## src/common/isx_pkg.sv

```systemverilog
// Constants, types and helpers shared by the instruction execute block
//
// Behaviour
// (RL1) Increment-and-skip adds one to the file operand and writes it to the accumulator when the direction bit is 0, or back to the file register when it is 1, touching no flag.
// (RL2) When that sum is zero the prefetched next instruction is discarded and run as a no-operation, so it takes two cycles; otherwise one.
// (RL3) Increment-and-skip decodes from 00 1111, then the direction bit, then a seven-bit file address 0 to 127.
// (RL4) OR-with-file ORs the accumulator with the file operand, writes to the accumulator for direction 0 or the file register for 1, and updates the zero flag.
// (RL5) OR-with-file decodes from 00 0100, then the direction bit and seven-bit address, and completes in one cycle.
// (RL6) Load-literal copies an unsigned eight-bit immediate 0 to 255 unchanged into the accumulator.
// (RL7) Load-literal decodes from 11 00, two ignored bits and the literal, affects no flag and takes one cycle.
// (RL8) Whenever the zero flag is affected it is set for an all-zero result and cleared otherwise.
package isx_pkg;
   // ****************************************
   // Widths and field positions
   // ****************************************
   localparam int INSTR_W  = 14;
   localparam int DATA_W   = 8;
   localparam int ADDR_W   = 7;
   localparam int DIR_BIT  = 7;
   localparam int ADDR_MSB = 6;
   localparam int LIT_MSB  = 7;
   localparam int OPC6_LSB = 8;
   localparam int OPC4_LSB = 10;
   // ****************************************
   // Opcode patterns
   // ****************************************
   localparam logic [5:0] OPC_INC_SKIP = 6'h0f;
   localparam logic [5:0] OPC_OR_FILE  = 6'h04;
   localparam logic [3:0] OPC_LOAD_LIT = 4'hc;
   // ****************************************
   // Reset values and the increment step
   // ****************************************
   localparam logic [7:0] ACC_RST  = 8'h00;
   localparam logic       ZERO_RST = 1'b0;
   localparam logic [7:0] ONE      = 8'h01;
   // ****************************************
   // Types
   // ****************************************
   typedef enum logic [3:0] {
      OP_NONE = 4'b0001,
      OP_INC  = 4'b0010,
      OP_OR   = 4'b0100,
      OP_LIT  = 4'b1000
   } isx_op_t;
   typedef enum logic [1:0] {
      ST_RUN  = 2'b01,
      ST_SKIP = 2'b10
   } isx_state_t;

   function automatic logic f_is_zero(input logic [7:0] v);
      return (v == 8'h00);
   endfunction
endpackage

```

## src/common/isx_dec_if.sv

```systemverilog
// Interface between the execute block and its instruction decoder
`timescale 1ns/1ps
`default_nettype none
interface isx_dec_if;
   logic [13:0]      instr;
   isx_pkg::isx_op_t op;
   logic             dir;
   logic [6:0]       addr;
   logic [7:0]       lit;
   modport decoder (input instr, output op, output dir, output addr, output lit);
   modport user    (output instr, input op, input dir, input addr, input lit);
endinterface
`default_nettype wire

```

## src/rtl/isx_decode.sv

```systemverilog
// Instruction word decoder for the execute block
`timescale 1ns/1ps
`default_nettype none
module isx_decode (
   // Decoded fields
   isx_dec_if.decoder dec
);
   always_comb begin
      dec.dir  = dec.instr[isx_pkg::DIR_BIT];
      dec.addr = dec.instr[isx_pkg::ADDR_MSB:0];
      dec.lit  = dec.instr[isx_pkg::LIT_MSB:0];
      // The two literal don't-care bits are not checked
      if (dec.instr[13:isx_pkg::OPC6_LSB] == isx_pkg::OPC_INC_SKIP) begin //RL3
         dec.op = isx_pkg::OP_INC;
      end else if (dec.instr[13:isx_pkg::OPC6_LSB] == isx_pkg::OPC_OR_FILE) begin //RL5
         dec.op = isx_pkg::OP_OR;
      end else if (dec.instr[13:isx_pkg::OPC4_LSB] == isx_pkg::OPC_LOAD_LIT) begin //RL7
         dec.op = isx_pkg::OP_LIT;
      end else begin
         dec.op = isx_pkg::OP_NONE;
      end
   end
endmodule
`default_nettype wire

```

## src/rtl/isx_exec.sv

```systemverilog
// Execute stage for increment-skip, OR-with-file and load-literal
`timescale 1ns/1ps
`default_nettype none
module isx_exec (
   // Clock and reset
   input  wire logic        CLK_IN,
   input  wire logic        RST_N_IN,
   // Fetch pipeline
   input  wire logic        INSTR_VALID_IN,
   input  wire logic [13:0] INSTR_IN,
   input  wire logic [7:0]  FILE_DATA_IN,
   // File register write port
   output logic             FILE_WE_OUT,
   output logic [6:0]       FILE_WADDR_OUT,
   output logic [7:0]       FILE_WDATA_OUT,
   // Core state and pipeline control
   output logic [7:0]       ACC_OUT,
   output logic             ZERO_FLAG_OUT,
   output logic             FLUSH_OUT,
   output logic             DONE_OUT,
   output logic             UNSUPPORTED_OUT
);
   // ****************************************
   // State
   // ****************************************
   typedef struct packed {
      isx_pkg::isx_state_t state;
      logic [7:0]          acc;
      logic                zero;
      logic                we;
      logic [6:0]          waddr;
      logic [7:0]          wdata;
      logic                flush;
      logic                done;
      logic                unsup;
   } isx_regs_t;

   localparam isx_regs_t REGS_RST = '{
      state: isx_pkg::ST_RUN,
      acc:   isx_pkg::ACC_RST,
      zero:  isx_pkg::ZERO_RST,
      we:    1'b0,
      waddr: 7'h00,
      wdata: 8'h00,
      flush: 1'b0,
      done:  1'b0,
      unsup: 1'b0
   };

   isx_regs_t s_reg;
   isx_regs_t s_next;
   logic [7:0] result;

   // ****************************************
   // Decoder
   // ****************************************
   isx_dec_if dec ();
   assign dec.instr = INSTR_IN;

   isx_decode u_decode (
      .dec (dec)
   );

   // ****************************************
   // Next state
   // ****************************************
   always_comb begin
      s_next       = s_reg;
      s_next.we    = 1'b0;
      s_next.flush = 1'b0;
      s_next.done  = 1'b0;
      s_next.unsup = 1'b0;
      result       = 8'h00;
      if (INSTR_VALID_IN) begin
         case (s_reg.state)
            isx_pkg::ST_SKIP: begin
               // Prefetched word is dropped: this cycle is the no-operation
               s_next.state = isx_pkg::ST_RUN; //RL2
               s_next.done  = 1'b1;
            end
            isx_pkg::ST_RUN: begin
               case (dec.op)
                  isx_pkg::OP_INC: begin
                     result = FILE_DATA_IN + isx_pkg::ONE; //RL1
                     if (dec.dir) begin //RL1
                        s_next.we    = 1'b1;
                        s_next.waddr = dec.addr;
                        s_next.wdata = result;
                     end else begin
                        s_next.acc = result;
                     end
                     if (isx_pkg::f_is_zero(result)) begin //RL2
                        s_next.flush = 1'b1;
                        s_next.state = isx_pkg::ST_SKIP;
                     end else begin
                        s_next.done = 1'b1;
                     end
                  end
                  isx_pkg::OP_OR: begin
                     result = s_reg.acc | FILE_DATA_IN; //RL4
                     if (dec.dir) begin //RL4
                        s_next.we    = 1'b1;
                        s_next.waddr = dec.addr;
                        s_next.wdata = result;
                     end else begin
                        s_next.acc = result;
                     end
                     s_next.zero = isx_pkg::f_is_zero(result); //RL8
                     s_next.done = 1'b1; //RL5
                  end
                  isx_pkg::OP_LIT: begin
                     s_next.acc  = dec.lit; //RL6
                     s_next.done = 1'b1; //RL7
                  end
                  default: begin
                     // Other opcodes belong to other execute units
                     s_next.unsup = 1'b1;
                  end
               endcase
            end
            default: begin
               s_next.state = isx_pkg::ST_RUN;
            end
         endcase
      end
   end

   always_ff @(posedge CLK_IN) begin
      if (!RST_N_IN) begin
         s_reg <= REGS_RST;
      end else begin
         s_reg <= s_next;
      end
   end

   // ****************************************
   // Outputs
   // ****************************************
   assign FILE_WE_OUT     = s_reg.we;
   assign FILE_WADDR_OUT  = s_reg.waddr;
   assign FILE_WDATA_OUT  = s_reg.wdata;
   assign ACC_OUT         = s_reg.acc;
   assign ZERO_FLAG_OUT   = s_reg.zero;
   assign FLUSH_OUT       = s_reg.flush;
   assign DONE_OUT        = s_reg.done;
   assign UNSUPPORTED_OUT = s_reg.unsup;

   logic run_valid;
   assign run_valid = INSTR_VALID_IN && (s_reg.state == isx_pkg::ST_RUN);
endmodule
`default_nettype wire

```

## config.mk

```make
export PLATFORM = sky130hd
export DESIGN_NAME = isx_exec
export DESIGN_NICKNAME = d
export VERILOG_FILES = /design/src/common/isx_pkg.sv /design/src/common/isx_dec_if.sv /design/src/rtl/isx_decode.sv /design/src/rtl/isx_exec.sv
export SDC_FILE = /design/constraint.sdc
export NUM_CORES = 1
export LEC_CHECK = 0
export ABC_AREA = 1
export BUFFER_PORTS_ARGS = -buffer_cell sky130_fd_sc_hd__buf_2
export CAP_MARGIN = 10
export CORE_ASPECT_RATIO = 0.6
export CORE_MARGIN = 1
export CORE_UTILIZATION = 45
export CTS_BUF_LIST = sky130_fd_sc_hd__clkbuf_4 sky130_fd_sc_hd__clkbuf_8
export DETAILED_ROUTE_END_ITERATION = 8
export PLACE_DENSITY = 0.7
export SLEW_MARGIN = 20
export SYNTH_ARGS = -nofsm -noshare
export SYNTH_HDL_FRONTEND = slang
export SYNTH_HIERARCHICAL = 1
export SYNTH_SLANG_ARGS = --single-unit
```

## constraint.sdc

```tcl
create_clock -name CLK_IN -period 2.25 [get_ports CLK_IN]
set_clock_uncertainty 0.05 [all_clocks]
set_input_delay 0.5625 -clock CLK_IN [delete_from_list [all_inputs] [get_ports CLK_IN]]
set_output_delay 0.5625 -clock CLK_IN [all_outputs]
set_load 0.01 [all_outputs]
```

==> results.json <==
{
  "dp_cells": 360,
  "power_density_nw_per_um2": 558.5,
  "required_ns": 2.42,
  "path_class": "primary input to flop",
  "wl_per_cell_um": 12.53,
  "timing.final.crit_share_pct": 87.70,
  "clkLatencyLatePin_ns": 0.29,
  "final_common_cell": "buf_2",
  "io_buffers": 52,
  "yosys_register_bits": 30,
  "syn-num-nets": 313,
  "arrival_ns": 2.15,
  "vias_per_cell": 4.924,
  "setup_tns_ns": 0,
  "floorplan.rows": 18,
  "worstMarginPinSlew_ns": 0.2796,
  "slowest_stage": "nor2_2",
  "endpoint_kind": "flop",
  "area_growth_syn_to_layout_pct": 8.217,
  "drive_above_1_share_pct": 27.60,
  "power_mw": 1.196,
  "synth_warnings": 6,
  "die_w_um": 87.62,
  "clk_pin_slew_ns": 0.07,
  "pin_count": 53,
  "cts.htree.levels": 2,
  "nFillCells": 428,
  "slew_viol_final": 0,
  "maxCapViolCount": 0,
  "rsz0062_at_grt": "no",
  "status": "complete, no violations",
  "dpl_worst_slack_ns": 0.004009,
  "period_minus_slack_ns": 1.973,
  "worstSetupStartpointType": "primary input",
  "p_leak_nw": 1.160,
  "clock_path_buffers": 2,
  "rr_worst_depth": 7,
  "drc": 0,
  "cp_slowest_stage_delay_ns": 0.21,
  "cts.sinks": 30,
  "post_cts_resized": 0,
  "finalSetupViolations": 0,
  "cp_common_cell": "nor2_1",
  "met2_usage_pct": 32.68,
  "first_pass_iters": 5,
  "hold_path_class": "flop to flop",
  "yosys-top-cells-area": "dfxtp_1 (30%), buf_4 (15%), nor2_1 (8.3%), a21oi_1 (7.1%), inv_1 (7.0%)",
  "dp_hpwl_mm": 3.484,
  "grt_pass1_wl_mm": 7.534,
  "cts_buffers": 5,
  "slew_headroom_pct": 81.29,
  "ant_nets": 0,
  "die_h_um": 53.38,
  "top_usage_layer": "met2",
  "whs_ns": 0.4442,
  "synth_cell_types": 30,
  "cts_hold_buf": 0,
  "synthCells": 285,
  "diodes": 0,
  "drt-total-wl_mm": 4.610,
  "grt_max_degree": 26,
  "fmax_ghz": 0.5068,
  "synth_area_per_cell_sq_um": 6.945,
  "antenna_found_initial": 0,
  "gp_congestion": 0.8981,
  "start_util_pct": 47.51,
  "grtUsageMet1_pct": 30.17,
  "grt_pass1_vias": 1610,
  "die_area_sq_um": 4677,
  "critPathMaxFanout": 15,
  "multi_input_area_sq_um": 894.6,
  "syn_area_sq_um": 1979,
  "setup_slack_ns": 0.2767,
  "grt_overflow": 0,
  "timing.final.hold_violations": 0,
  "post_cts_buffers": 0,
  "grt.met3_usage_pct": 4.836,
  "regArea_sq_um": 600.6,
  "vias": 1812,
  "synth_area_leader_cell": "dfxtp_1",
  "peakVddDrop_uv": 210.2,
  "stdcell_count": 368,
  "yosysSeqAreaShare_pct": 30.34,
  "yosys.area.top_type_share_pct": 30.34,
  "cts_root_buf": "clkbuf_8",
  "grt_usage_pct": 21.53,
  "fin_nets": 335,
  "cp_cell_sequence": "buf_2 -> inv_1 -> nor2_1 -> nand3_1 -> nand2_1 -> nor2_1 -> nor2_1 -> nand3_2 -> nor2_4 -> nor2_2 -> nand3b_2 -> inv_2 -> o21ai_1 -> a21oi_1",
  "cts_tree": "done",
  "most-common-layout-cells": "buf_2 (52), nor2_1 (44), inv_1 (37), dfxtp_1 (30), a21oi_1 (28)",
  "hold_path_depth": 2,
  "first_iter_violations": 148,
  "core_sq_um": 4167
}
-- critical path, delay by kind of cell --
| family | cells | cell delay, ns |
|---|---|---|
| AO/OA/AOI/OAI | 2 | 0.23 |
| buffers and inverters | 3 | 0.37 |
| AND/OR/NAND/NOR | 9 | 0.98 |
-- logic make-up after synthesis --
| logic type | count (synthesis) | synth area share [%] |
|---|---|---|
| and+or+nand+nor | 100 | 24.84 |
| AOI/OAI and AO/OA | 67 | 18.01 |
| DFF | 30 | 30.34 |
| xor gates and xnor gates | 1 | 0.4426 |
| buffers and inverters | 84 | 24.46 |
| adders and majority gates | 3 | 1.897 |
-- Yosys cell counts --
library cell	instances
nand3_1	11
o21bai_1	2
nand3b_2	1
a21oi_1	28
nand4_1	2
clkbuf_1	2
a31oi_1	2
nand3_4	1
inv_1	37
a22oi_1	3
nand2_2	1
buf_6	3
nor4_1	1
nor2_4	3
inv_2	3
nor2_2	2
nor3_2	1
nor2_1	44
o22ai_1	5
xor2_1	1
o21ai_0	16
nand2_1	26
nor2_8	1
dfxtp_1	30
buf_4	39
o21ai_1	11
ha_1	3
nor3_1	1
or2_2	3
nand3_2	2
-- where the power goes --
part           total (mW)  internal, mW  switching, mW
Sequential          0.534         0.533       0.000850
Clock               0.551         0.326          0.225
Combinational       0.112        0.0413         0.0709
Total                1.20         0.900          0.297
-- per-stage QoR --
step / cell area, sq um / utilization [%]
CTS: 2142 / 51.41
finish: 2142 / 51.41
global route: 2142 / 51.41
detailed placement: 2033 / 48.80
global placement: 2033 / 48.80
floorplan: 1979 / -
-- layer usage --
layer,part of all wire (%),wire length (um)
met1,49,2276
met2,43,1970
met3,6.7,308
met4,1.2,56
met5,0,0
-- layout make-up --
| cell class | count | share of cell area (%) |
|---|---|---|
| Inverter | 40 | 7.009 |
| Clock buffer | 5 | 3.213 |
| Tap cell | 60 | 3.505 |
| Sequential cell | 30 | 28.04 |
| Clock inverter | 3 | 1.869 |
| Multi-Input combinational cell | 171 | 41.76 |
| Timing Repair Buffer | 59 | 14.60 |
-- final timing paths --
check / startpoint / end / slack (ns)
setup / recovery: INSTR_IN[10] / ACC_OUT[0]$_SDFFE_PN0P_ / 0.28
hold / removal: FILE_WADDR_OUT[5]$_SDFFE_PN0P_ / FILE_WADDR_OUT[5]$_SDFFE_PN0P_ / 0.44
setup reg to reg: s_reg[29]$_SDFFE_PN0P_ / ACC_OUT[0]$_SDFFE_PN0P_ / 0.69
hold reg to reg: FILE_WADDR_OUT[5]$_SDFFE_PN0P_ / FILE_WADDR_OUT[5]$_SDFFE_PN0P_ / 0.44
(Power assumes the default switching activity.)
